==> config.mk <==
export PLATFORM = sky130hd
export DESIGN_NAME = adsq_top
export DESIGN_NICKNAME = d
export VERILOG_FILES = /design/src/inc/adsq_pkg.sv /design/src/adsq_top.sv
export SDC_FILE = /design/constraint.sdc
export NUM_CORES = 1
export LEC_CHECK = 0
export ABC_AREA = 1
export BUFFER_PORTS_ARGS = -buffer_cell sky130_fd_sc_hd__buf_2
export CAP_MARGIN = 20
export CORE_UTILIZATION = 30
export DETAILED_ROUTE_END_ITERATION = 8
export SLEW_MARGIN = 20
export SYNTH_ARGS = -nofsm -noshare
export SYNTH_HDL_FRONTEND = slang
export SYNTH_SLANG_ARGS = --single-unit
export TNS_END_PERCENT = 10
==> constraint.sdc <==
create_clock -name clk_sys -period 6.94 [get_ports clk_sys]
set_input_delay 1.735 -clock clk_sys [delete_from_list [all_inputs] [get_ports clk_sys]]
set_output_delay 1.735 -clock clk_sys [all_outputs]
set_load 0.05 [all_outputs]
==> src/inc/adsq_pkg.sv <==
// shared constants and types of the converter sequencer control
package adsq_pkg;
    localparam int          ADDR_W        = 16;
    localparam int          DATA_W        = 32;
    // register indices; byte address is four times the index
    localparam logic [15:0] IDX_CTL       = 16'h1030;
    localparam logic [15:0] IDX_RES1      = 16'h1031;
    localparam logic [15:0] IDX_OPT       = 16'h1039;
    localparam int          NUM_RES       = 4;
    localparam logic [7:0]  CTL_RST       = 8'h80;
    localparam logic [7:0]  OPT_RST       = 8'h10;
    localparam int          CTL_CCF       = 7;
    localparam int          CTL_ZERO      = 6;
    localparam int          CTL_SCAN      = 5;
    localparam int          CTL_CHANNEL_GROUP_CTRL      = 4;
    localparam logic [7:0]  CTL_WR_MASK   = 8'h3f;
    localparam int          OPT_CONVERTER_POWER_UP      = 7;
    localparam int          OPT_CONVERTER_CLOCK_SOURCE      = 6;
    // bits that take one write only, early after reset
    localparam logic [7:0]  OPT_ONCE_MASK = 8'h37;
    localparam logic [7:0]  OPT_FREE_MASK = 8'hc8;
    localparam logic [6:0]  LOCK_CYC      = 7'h40;
    localparam int          SAMPLE_TICKS  = 12;
    localparam int          BIT_TICKS     = 2;
    localparam int          SYS_HZ        = 200_000_000;
    localparam int          E_HZ          = 2_000_000;
    localparam int          E_DIV         = SYS_HZ / E_HZ;

    typedef enum logic [2:0] {
        ST_IDLE,
        ST_ARM,
        ST_SAMPLE,
        ST_BITS,
        ST_STORE,
        ST_SUSP
    } adsq_state_t;

    function automatic logic [15:0] adsq_byte_addr(input logic [15:0] idx);
        return {idx[13:0], 2'b00};
    endfunction
endpackage

==> src/adsq_top.sv <==
// converter sequencer control with apb register access
// Contract
// - four readable 8-bit result registers
// - results updated only when no read
// - clock source bit picks e or rc
// - sequences of four, once or repeated
// - complete flag set after fourth conversion
// - power-up bit 7 enables converter
// - sequence starts one e cycle after write
// - low ref gives 00, high gives ff
// - 4-bit select, group results by position
// - single once: four results then halt
// - single repeat: round-robin overwrite results
// - group once: four channels then halt
// - group repeat: cycle group round-robin
// - stop/wait suspends, resume resamples channel
// - flag read-only, bit 6 reads zero
// - write mid-sequence restarts with new settings
// - every control write clears flag, starts only when powered up
// - repeat mode keeps flag set after first
// - marked option bits write once early
// - result registers ignore writes
// - group mode uses upper two select bits
`timescale 1ns/1ps
module adsq_top #(
    parameter int E_DIV = adsq_pkg::E_DIV
) (
    input  wire logic                        clk_sys,
    input  wire logic                        reset,
    input  wire logic                        psel,
    input  wire logic                        penable,
    input  wire logic                        pwrite,
    input  wire logic [adsq_pkg::ADDR_W-1:0] paddr,
    input  wire logic [adsq_pkg::DATA_W-1:0] pwdata,
    output logic      [adsq_pkg::DATA_W-1:0] prdata,
    output logic                             pready,
    output logic                             pslverr,
    input  wire logic                        special_mode,
    input  wire logic                        stop_mode,
    input  wire logic                        wait_mode,
    input  wire logic                        rc_osc,
    input  wire logic                        cmp_in,
    output logic      [3:0]                  mux_sel,
    output logic                             sample_en,
    output logic      [7:0]                  dac_code,
    output logic                             conv_pwr,
    output logic                             conv_clk_rc
);
    import adsq_pkg::*;

    // elaboration check: the tick counter is 16 bits wide
    if (E_DIV < 2 || E_DIV > 65535) begin : g_bad_div
        $error("E_DIV out of range");
    end

    adsq_state_t state_ff;
    logic [31:0] prdata_ff;
    logic        pready_ff;
    logic        pslverr_ff;
    logic [7:0]  ctl_ff;
    logic [7:0]  opt_ff;
    logic [7:0]  res_ff [NUM_RES];
    logic [6:0]  lock_cnt_ff;
    logic        once_done_ff;
    logic [15:0] e_cnt_ff;
    logic        e_tick_ff;
    logic [2:0]  rc_sync_ff;
    logic        rc_lvl_ff;
    logic [2:0]  cmp_sync_ff;
    logic        cmp_lvl_ff;
    logic [3:0]  tcnt_ff;
    logic [2:0]  bit_ff;
    logic [1:0]  slot_ff;
    logic [7:0]  sar_ff;
    logic [3:0]  mux_sel_ff;
    logic        sample_en_ff;
    logic [7:0]  dac_code_ff;

    logic        access;
    logic        wr_ctl;
    logic        wr_opt;
    logic        hit_ctl;
    logic        hit_opt;
    logic        hit_res;
    logic [15:0] res_off;
    logic        rc_rise;
    logic        conv_tick;
    logic        susp;
    logic        commit;
    logic        opt_open;

    assign prdata      = prdata_ff;
    assign pready      = pready_ff;
    assign pslverr     = pslverr_ff;
    assign mux_sel     = mux_sel_ff;
    assign sample_en   = sample_en_ff;
    assign dac_code    = dac_code_ff;
    assign conv_pwr    = opt_ff[OPT_CONVERTER_POWER_UP];
    assign conv_clk_rc = opt_ff[OPT_CONVERTER_CLOCK_SOURCE];

    // ---------------- apb decode ----------------
    assign res_off = paddr - adsq_byte_addr(IDX_RES1);
    assign hit_ctl = (paddr == adsq_byte_addr(IDX_CTL));
    assign hit_opt = (paddr == adsq_byte_addr(IDX_OPT));
    assign hit_res = (res_off[15:4] == 12'h000) && (res_off[1:0] == 2'b00);
    // write takes effect only at the edge where pready is seen high
    assign access  = psel & penable & pready_ff;
    assign wr_ctl  = access & pwrite & hit_ctl;
    assign wr_opt  = access & pwrite & hit_opt;

    function automatic logic [7:0] rd_mux(input logic [15:0] off,
                                          input logic        c,
                                          input logic        o,
                                          input logic        r);
        logic [7:0] v;
        v = 8'h00;
        if (c) begin
            v = ctl_ff & ~(8'h01 << CTL_ZERO);
        end else if (o) begin
            v = opt_ff;
        end else if (r) begin
            v = res_ff[off[3:2]];
        end
        return v;
    endfunction

    // zero wait state: pready rises in the access cycle
    always_ff @(posedge clk_sys) begin
        if (reset) begin
            pready_ff  <= 1'b0;
            pslverr_ff <= 1'b0;
            prdata_ff  <= 32'h0000_0000;
        end else begin
            pready_ff  <= psel & ~penable;
            pslverr_ff <= psel & ~penable & ~(hit_ctl | hit_opt | hit_res);
            if (psel && !penable && !pwrite) begin
                prdata_ff <= {24'h00_0000,
                              rd_mux(res_off, hit_ctl, hit_opt, hit_res)};
            end
        end
    end

    // ---------------- option register ----------------
    assign opt_open = special_mode
                      || (!once_done_ff && lock_cnt_ff < LOCK_CYC);

    always_ff @(posedge clk_sys) begin
        if (reset) begin
            lock_cnt_ff <= 7'h00;
        end else if (lock_cnt_ff < LOCK_CYC) begin
            lock_cnt_ff <= lock_cnt_ff + 7'h01;
        end
    end

    always_ff @(posedge clk_sys) begin
        if (reset) begin
            opt_ff       <= OPT_RST;
            once_done_ff <= 1'b0;
        end else if (wr_opt) begin
            // power-up and clock source always writable
            opt_ff <= (opt_ff & ~OPT_FREE_MASK)
                      | (pwdata[7:0] & OPT_FREE_MASK);
            // one early write, or any time in special mode
            if (opt_open) begin
                opt_ff[5:0] <= (pwdata[5:0] & OPT_ONCE_MASK[5:0])
                               | (pwdata[5:0] & OPT_FREE_MASK[5:0]);
                once_done_ff <= 1'b1;
            end
        end
    end

    // ---------------- converter clocks ----------------
    always_ff @(posedge clk_sys) begin
        if (reset) begin
            e_cnt_ff  <= 16'h0000;
            e_tick_ff <= 1'b0;
        end else if (e_cnt_ff == 16'(E_DIV - 1)) begin
            e_cnt_ff  <= 16'h0000;
            e_tick_ff <= 1'b1;
        end else begin
            e_cnt_ff  <= e_cnt_ff + 16'h0001;
            e_tick_ff <= 1'b0;
        end
    end

    // rc oscillator and comparator come from outside this clock
    always_ff @(posedge clk_sys) begin
        if (reset) begin
            rc_sync_ff  <= 3'b000;
            rc_lvl_ff   <= 1'b0;
            cmp_sync_ff <= 3'b000;
            cmp_lvl_ff  <= 1'b0;
        end else begin
            rc_sync_ff  <= {rc_sync_ff[1:0], rc_osc};
            cmp_sync_ff <= {cmp_sync_ff[1:0], cmp_in};
            if (rc_sync_ff[1] == rc_sync_ff[2]) begin
                rc_lvl_ff <= rc_sync_ff[2];
            end
            if (cmp_sync_ff[1] == cmp_sync_ff[2]) begin
                cmp_lvl_ff <= cmp_sync_ff[2];
            end
        end
    end

    assign rc_rise   = rc_sync_ff[1] & rc_sync_ff[2] & ~rc_lvl_ff;
    assign conv_tick = opt_ff[OPT_CONVERTER_CLOCK_SOURCE] ? rc_rise : e_tick_ff;
    assign susp      = stop_mode | wait_mode;
    // results land only in cycles without a bus access
    assign commit    = (state_ff == ST_STORE) && !psel;

    // ---------------- sequencer ----------------
    always_ff @(posedge clk_sys) begin
        if (reset) begin
            state_ff <= ST_IDLE;
            tcnt_ff  <= 4'h0;
            bit_ff   <= 3'd7;
            slot_ff  <= 2'd0;
            sar_ff   <= 8'h00;
        end else if (!opt_ff[OPT_CONVERTER_POWER_UP]) begin
            state_ff <= ST_IDLE;
        end else if (wr_ctl) begin
            // abandon and restart with new settings
            state_ff <= ST_ARM;
            slot_ff  <= 2'd0;
            tcnt_ff  <= 4'h0;
        end else begin
            unique case (state_ff)
                ST_IDLE: begin
                end
                ST_ARM: begin
                    // start on the next e clock tick
                    if (e_tick_ff) begin
                        state_ff <= ST_SAMPLE;
                        tcnt_ff  <= 4'h0;
                    end
                end
                ST_SAMPLE: begin
                    if (susp) begin
                        state_ff <= ST_SUSP;
                    end else if (conv_tick) begin
                        if (tcnt_ff == 4'(SAMPLE_TICKS - 1)) begin
                            state_ff <= ST_BITS;
                            tcnt_ff  <= 4'h0;
                            bit_ff   <= 3'd7;
                            sar_ff   <= 8'h00;
                        end else begin
                            tcnt_ff <= tcnt_ff + 4'h1;
                        end
                    end
                end
                ST_BITS: begin
                    if (susp) begin
                        state_ff <= ST_SUSP;
                    end else if (conv_tick) begin
                        if (tcnt_ff == 4'(BIT_TICKS - 1)) begin
                            // keep trial bit while input is not lower
                            sar_ff[bit_ff] <= cmp_lvl_ff;
                            tcnt_ff        <= 4'h0;
                            if (bit_ff == 3'd0) begin
                                state_ff <= ST_STORE;
                            end else begin
                                bit_ff <= bit_ff - 3'd1;
                            end
                        end else begin
                            tcnt_ff <= tcnt_ff + 4'h1;
                        end
                    end
                end
                ST_STORE: begin
                    if (commit) begin
                        // four per sequence, slot wraps round-robin
                        slot_ff <= slot_ff + 2'd1;
                        tcnt_ff <= 4'h0;
                        if (slot_ff == 2'd3 && !ctl_ff[CTL_SCAN]) begin
                            state_ff <= ST_IDLE;
                        end else begin
                            state_ff <= ST_SAMPLE;
                        end
                    end
                end
                ST_SUSP: begin
                    // resample the same channel on resume
                    if (!susp) begin
                        state_ff <= ST_SAMPLE;
                        tcnt_ff  <= 4'h0;
                    end
                end
            endcase
        end
    end

    // ---------------- results and control ----------------
    // bus writes never reach results
    always_ff @(posedge clk_sys) begin
        if (reset) begin
            for (int i = 0; i < NUM_RES; i++) begin
                res_ff[i] <= 8'h00;
            end
        end else if (commit) begin
            res_ff[slot_ff] <= sar_ff;
        end
    end

    always_ff @(posedge clk_sys) begin
        if (reset) begin
            ctl_ff <= CTL_RST;
        end else begin
            if (wr_ctl) begin
                ctl_ff <= (ctl_ff & ~CTL_WR_MASK)
                          | (pwdata[7:0] & CTL_WR_MASK);
                ctl_ff[CTL_CCF] <= 1'b0;
            end
            // set after each fourth result, stays set until a control write
            if (commit && slot_ff == 2'd3) begin
                ctl_ff[CTL_CCF] <= 1'b1;
            end
        end
    end

    // ---------------- analog side drive ----------------
    always_ff @(posedge clk_sys) begin
        if (reset) begin
            mux_sel_ff   <= 4'h0;
            sample_en_ff <= 1'b0;
            dac_code_ff  <= 8'h00;
        end else begin
            // group mode takes upper bits plus slot
            mux_sel_ff   <= ctl_ff[CTL_CHANNEL_GROUP_CTRL] ? {ctl_ff[3:2], slot_ff}
                                             : ctl_ff[3:0];
            sample_en_ff <= (state_ff == ST_SAMPLE);
            dac_code_ff  <= (state_ff == ST_BITS)
                            ? (sar_ff | (8'h01 << bit_ff)) : sar_ff;
        end
    end
endmodule

* Word-level counts from Yosys, hierarchy flattened *
Memories as Yosys holds them, arrays and structs flattened.
Cells that the tools add are included.

cells by class
  muxes and demuxes = 61
  $lt $le $gt $ge = 3
  equality and inequality tests = 40
  shift-type cells = 1
  add/subtract/negate cells = 6
  reduce and logical (&&, ||, !) cells = 34
  bitwise gates (word level) = 21

operators by type and width
  cell                      number
  $mux W8                   11
  $mux W3                   17
  $mux W4                   10
  $ne A3 B3 Y1 const B      12
  $reduce_and A9 Y1         4
  $eq A16 B15 Y1 const B    2
  $ne A2 B2 Y1 const B      10
  $ne A4 B4 Y1 const B      5
  $pmux W4 S5               1
  $add A16 B1 Y16 const B   1
  $eq A16 B7 Y1 const B     1
  $pmux W8 S2               1
  $sub A16 B15 Y16 const B  1
  $pmux W3 S5               1
  $logic_not A12 Y1         1
  $mux W2                   6
  $mux W1                   10
  $reduce_and A10 Y1        1
  $and A1 B1 Y1             9
  $bwmux W8                 1
  $logic_and A1 B1 Y1       8
  $or A6 B8 Y8              1
  $or A8 B8 Y8              1
  $reduce_or A8 Y1          1
  33 further kinds          50

storage, ports and cells
  memory bits (writable) = 32
  memories kept = 1
  register bits = 92
  input port bits = 58

memory list
  memory  words  width  rd ports  clocked after Yosys merged registers in  write ports  line            source
  res_ff  4      8      1         0                                        4            adsq_top.sv:62  logic [7:0] res_ff [NUM_RES];

* Longest topological paths before layout *
Gate-level depths: netlist (run 1).

  depth in word-level cells = 9
  mapped depth = 16
  mapped depth without buffers = 14

* Least setup slack after synthesis (run 1) *
No wires, ideal clock.

  path type = input -> register
  start point = input paddr[2] (netlist name)
  end point = register prdata_ff[0] (netlist: prdata[0])
  cell stages on the path = 13
  slack = 3438 ps
  path buffers = 3
  arrival time = 3431 ps
  cell sequence = buf_2 -> inv_1 -> buf_2 -> ha_1 -> clkbuf_1 -> inv_1 -> nor2_1 -> o21ai_0 -> a22oi_1 -> nand3_1 -> nand2_1 -> nand2_1 -> a21oi_1

on the way
  longest elaborated chain between the ends = 6

RTL lines
  what                  line             source
  from (decl)           adsq_top.sv:33   input wire logic [adsq_pkg::ADDR_W-1:0] paddr,
  $sub A16 B15 Y16      adsq_top.sv:102  assign res_off = paddr - adsq_byte_addr(IDX_RES1);
  $logic_not A12 Y1     adsq_top.sv:105  assign hit_res = (res_off[15:4] == 12'h000) && (res_off[1:0] == 2'b00);
  $logic_and A1 B1 Y1   adsq_top.sv:105
  $mux W8               adsq_top.sv:121  end else if (r) begin
  $mux W8               adsq_top.sv:119  end else if (o) begin
  $mux W8 *             adsq_top.sv:117  if (c) begin
  to (signal assigned)  adsq_top.sv:137  prdata_ff <= {24'h00_0000,
  to (decl)             adsq_top.sv:57   logic [31:0] prdata_ff;

Every way passes the cells marked *; elsewhere a longest branch is shown, timed or not.
A chain may end at the register's enable or synchronous reset.

==> results of run 1 <==
## final timing paths
path	from	to	slack, ns	cells after the start
max	reset	res_ff[2][2]	2.84	7
min	cmp_sync_ff[0]	cmp_sync_ff[1]	0.40	2
max reg2reg	state_ff[0]	res_ff[2][2]	4.43	7
min reg2reg	cmp_sync_ff[0]	cmp_sync_ff[1]	0.40	2
## state kept, by name, summed over array words and instances (netlist names), 7 cells and up
register	flops
e_cnt_ff	16
sar_ff	8
lock_cnt_ff	7
ctl_ff	7
opt_ff	8
dac_code	8
prdata	8
res_ff	32
## power by group
group          switching [µW]  internal, µW  total [µW]
registers                4.93           748         753
logic                    81.2          26.6         108
clock network             304           507         811
total                     390          1280        1670
## worst register-to-register path, stage by stage (launching register included)
cell and delay, ns:
dfxtp_1 0.35, inv_2 0.13, nand3_1 0.14, nor2_1 0.37, nand2_1 0.36, nor2_1 0.23, nand2_1 0.23, nand2_1 0.37
## synth_stat cells (16+ instances only)
cell type,number
inv_1,71
edfxtp_1,32
nand3_1,37
a21oi_1,56
buf_4,25
nor2_1,127
nand2_1,144
dfxtp_1,91
o21ai_0,37
nor3_1,20
inv_2,16
## cells by family (layout without fill, tap and decap cells)
group	after synthesis	after routing	synth area share, %
AND/OR/NAND/NOR	387	387	28.49
AO/OA/AOI/OAI	135	135	12.32
flip-flops	123	123	44.85
other	1	24	0.06044
adder cells (fa/ha/maj)	14	14	2.823
XOR/XNOR	7	7	0.9881
buffers and inverters	138	182	10.47
## metrics by stage
stage	utilization [%]	power [µW]	instance area, µm²
2_1_floorplan	-	857.2	6291
6_report	35.42	1671	7167
3_5_place_dp	32.74	875.4	6625
5_1_grt	35.42	1732	7167
4_1_cts	35.42	1687	7167
3_3_place_gp	32.74	874.3	6625
## metal layers
| metal | wire (µm) | share of wire [%] | global-route usage, % |
|---|---|---|---|
| met5 | 0 | 0 | 0 |
| met4 | 278 | 2.0 | 6.000 |
| met3 | 579 | 4.2 | 2.759 |
| met2 | 6460 | 47 | 22.92 |
| met1 | 6426 | 47 | 17.23 |
## cell type report
cell class,count,area (µm²)
sequential,123,2783
tap,270,337.8
fill,2125,13070
inverter,90,340.3
multi-input combinational,567,2859
clock buffer,24,471.7
timing repair buffer,60,305.3
clock inverter,8,70.07
==> impl_metrics.toml, run 1 <==
[yosys]
ys_seq_area_share_pct = 44.85
synth_seq_cells = 123
synth_edf_count = 32
async_flop_share_pct = 0
synth_cells = 805
synth_flop_cell = "dfxtp_1"
yosys_warnings = 0
synth_area_leaders = "dfxtp_1 29%, edfxtp_1 15%, nand2_1 8.7%"
yosys.area.top_type = "dfxtp_1"
synth_top_area_share_pct = 29.36
syn-cell-area_um2 = 6205
synth.distinct_cells = 54
syn_area_per_cell_um2 = 7.708

[flow_run]
cap_violations = 0

[sta]
min_period_over_period_pct = 59.08
slew_viol_final = 0
maxSlewHeadroom_pct = 39.54
rsz0062_at_grt = "false"
setup_ws_ns = 2.840
setup_violations = 0
hold_slack_ns = 0.4033
fmax_ghz = 0.2439
hold_viol = 0
fin_setup_tns_ns = 0
period_needed_ns = 4.100
tightest_slew_ns = 0.9059
clock_skew_ns = 0.007964

[drt]
drc_errors = 0
dr.pass1.iters = 4
vias_per_cell = 4.496
wl_per_cell_um = 12.04
drt_iter0_drc = 289
final_antenna_net_count = 0
wl_mm = 13.75
num_vias = 5134

[die]
die_area_um2 = 21260
start_util_pct = 30.66
rows = 52
pin_count = 107
die_x_um = 145.8
core_area_um2 = 20230
fp.dieH_um = 145.8

[layout]
area_delta_synth_final_pct = 15.51
instances_no_fill = 1142
final_common_cell = "nand2_1"
diodes = 0
final_nets = 931
final_cell_mix = "144 x nand2_1, 127 x nor2_1, 91 x dfxtp_1"
layout-drive-gt1-share_pct = 16.51

[clock_network]
cts_max_path_buffers = 2
h-tree-depth = 4
post_cts_buffers = 0
cts_made_buffers = 17
cts.sinks = 123
cts_resized = 0
cts.clk_slew.worst_paths_ns = 0.05
root_buffer = "clkbuf_16"
cts_tree = "yes"
cts_hold_buf = 0
clkLatencyLatePin_ns = 0.41

[min_path]
hold_class = "reg -> reg"

[setup_path]
crit_family = "simple AND/OR/NAND/NOR gates"
critical_path.cell_chain = "buf_2 -> buf_4 -> inv_1 -> nand2_1 -> nor2_1 -> nand2_1 -> nand2_1"
critPathMaxStageDelay_ns = 0.74
crit_top_cell = "nand2_1"
startpoint_type = "input port"
critPathSlowestCell = "inv_1"
required_ns = 7.01
critPathBufInv = 3
worstPathArrival_ns = 4.17
worstSetupPathType = "in -> reg"
cp_max_fo = 51
endpoint_kind = "flop"

[status]
status = "finished clean"

[global_routing]
grt_pass1_wl_mm = 23.52
first_global_vias = 4911
grt_antenna_before_repair = 0
gr-usage-all-layers_pct = 13.77
grt_max_degree = 52
globalRouteOverflowTotal = 0

[placement]
placed_cells = 1110
io_buffers = 58
pre_cts_slack_ns = 2.381
routabilityCongestion = 0.8401
post-dp-hpwl_mm = 9.843

[power_and_ir_drop]
leakagePower_uw = 0.002890
peakVddDrop_mv = 0.1895
power.density_nw_per_um2 = 233.2
No activity file was read; power rests on OpenSTA's default activity.
==> run 2: changes to the inputs <==
Clock period 6.94 ns to 4.2 ns, I/O delays scaled along.
==> impl_metrics.toml, run 2 (synthesis results as in run 1) <==
[status]
status = "finished clean"

[power_and_ir_drop]
report.power.total_uw = 2803
peakVddDrop_mv = 0.2806
leakagePower_uw = 0.002909
power.density_nw_per_um2 = 389.4

[placement]
post-dp-hpwl_mm = 9.869
routabilityCongestion = 0.8414
dpl-instance-area_um2 = 6640
io_buffers = 58

[setup_path]
startpoint = "paddr[2]"
cp_max_fo = 22
startpoint_type = "input port"
regToRegStartpoint = "state_ff[0]"
worstSetupPathType = "in -> reg"
required_ns = 4.54
endpoint_kind = "flop"
worstPathArrival_ns = 3.22

[clock_network]
cts_made_buffers = 17
cts_tree = "yes"
cts.sinks = 123
clkLatencyLatePin_ns = 0.42
h-tree-depth = 4
cts_resized = 0
cts_max_path_buffers = 2
cts_hold_buf = 0
cts.clk_slew.worst_paths_ns = 0.05
root_buffer = "clkbuf_16"
post_cts_buffers = 0

[sta]
setup_violations = 0
rsz0062_at_grt = "false"
maxSlewHeadroom_pct = 61.70
tightest_slew_ns = 0.5731
fmax_ghz = 0.3463
fin_setup_tns_ns = 0
clock_skew_ns = 0.005508
hold_viol = 0
min_period_over_period_pct = 68.76
slew_viol_final = 0
period_needed_ns = 2.888

[drt]
num_vias = 5139
drc_errors = 0
final_antenna_net_count = 0
vias_per_cell = 4.492
dr.pass1.iters = 6
wl_per_cell_um = 12.20
wl_mm = 13.96
drt_iter0_drc = 272

[global_routing]
grt_antenna_before_repair = 0
grt_max_degree = 51
first_global_vias = 4771
gr-usage-all-layers_pct = 13.69
grt_pass1_wl_mm = 23.12
globalRouteOverflowTotal = 0

[flow_run]
cap_violations = 0

[layout]
final_nets = 933
largestRegisters = "res_ff: 32 flops, e_cnt_ff: 16 flops"
final_area_um2 = 7199
area_delta_synth_final_pct = 16.03
final_cell_mix = "144 x nand2_1, 127 x nor2_1, 91 x dfxtp_1"
diodes = 0
largest_reg_flops = 32
final_common_cell = "nand2_1"
largest-register = "res_ff"
layout-drive-gt1-share_pct = 17.05

[die]
die_area_um2 = 21260
core_area_um2 = 20230
die_x_um = 145.8
rows = 52
pin_count = 107
fp.dieH_um = 145.8
start_util_pct = 30.66

[min_path]
hold_class = "reg -> reg"
hold_start = "rc_sync_ff[0]"
==> run 2: power breakdown <==
group | internal [µW] | switching [µW] | total (µW)
Combinational | 45.3 | 134 | 180
Clock | 861 | 520 | 1380
Sequential | 1230 | 8.18 | 1240
==> run 2: per-stage QoR <==
step	setup slack, ns	cells	util (%)	hold WS [ns]
after floorplan	1.383	828	-	0.3883
after global placement	0.9464	1112	32.82	0.3984
after detailed placement	0.9405	1112	32.82	0.3916
after CTS	1.317	1144	35.58	0.3988
after global routing	1.044	1144	35.58	0.4232
final	1.312	1144	35.58	0.3980
==> run 2: layer usage <==
metal	vias up	part of all wire [%]	GRT usage [%]
met5	-	0	0
met4	0	1.6	5.474
met3	23	3.7	2.853
met2	120	47	22.80
met1	2305	47	17.24
li1	2691	-	-
==> run 2: layout make-up <==
cell class	count	area, µm²
Fill cell	2143	13040
Multi-Input combinational cell	567	2859
Sequential cell	123	2783
Clock buffer	18	429.2
Inverter	90	340.3
Tap cell	270	337.8
Timing Repair Buffer	62	320.3
Clock inverter	14	130.1
==> run 2: critical path, cell delays in order <==
cell,delay [ns]
buf_2,0.29
inv_1,0.11
ha_1,0.21
nand2_1,0.06
nor2_1,0.06
nand2_4,0.15
inv_2,0.06
nand2_2,0.34
nand2_1,0.13
inv_2,0.25
nand2_1,0.14
nor2_4,0.16
o21ai_1,0.10
o211ai_1,0.09
==> run 2: worst paths after layout <==
kind	to	slack (ns)	depth (start not counted)
worst min-delay path	rc_sync_ff[1]	0.40	2
worst min register to register	rc_sync_ff[1]	0.40	2
worst max register to register	res_ff[2][5]	1.66	7
worst max-delay path	bit_ff[2]	1.31	14
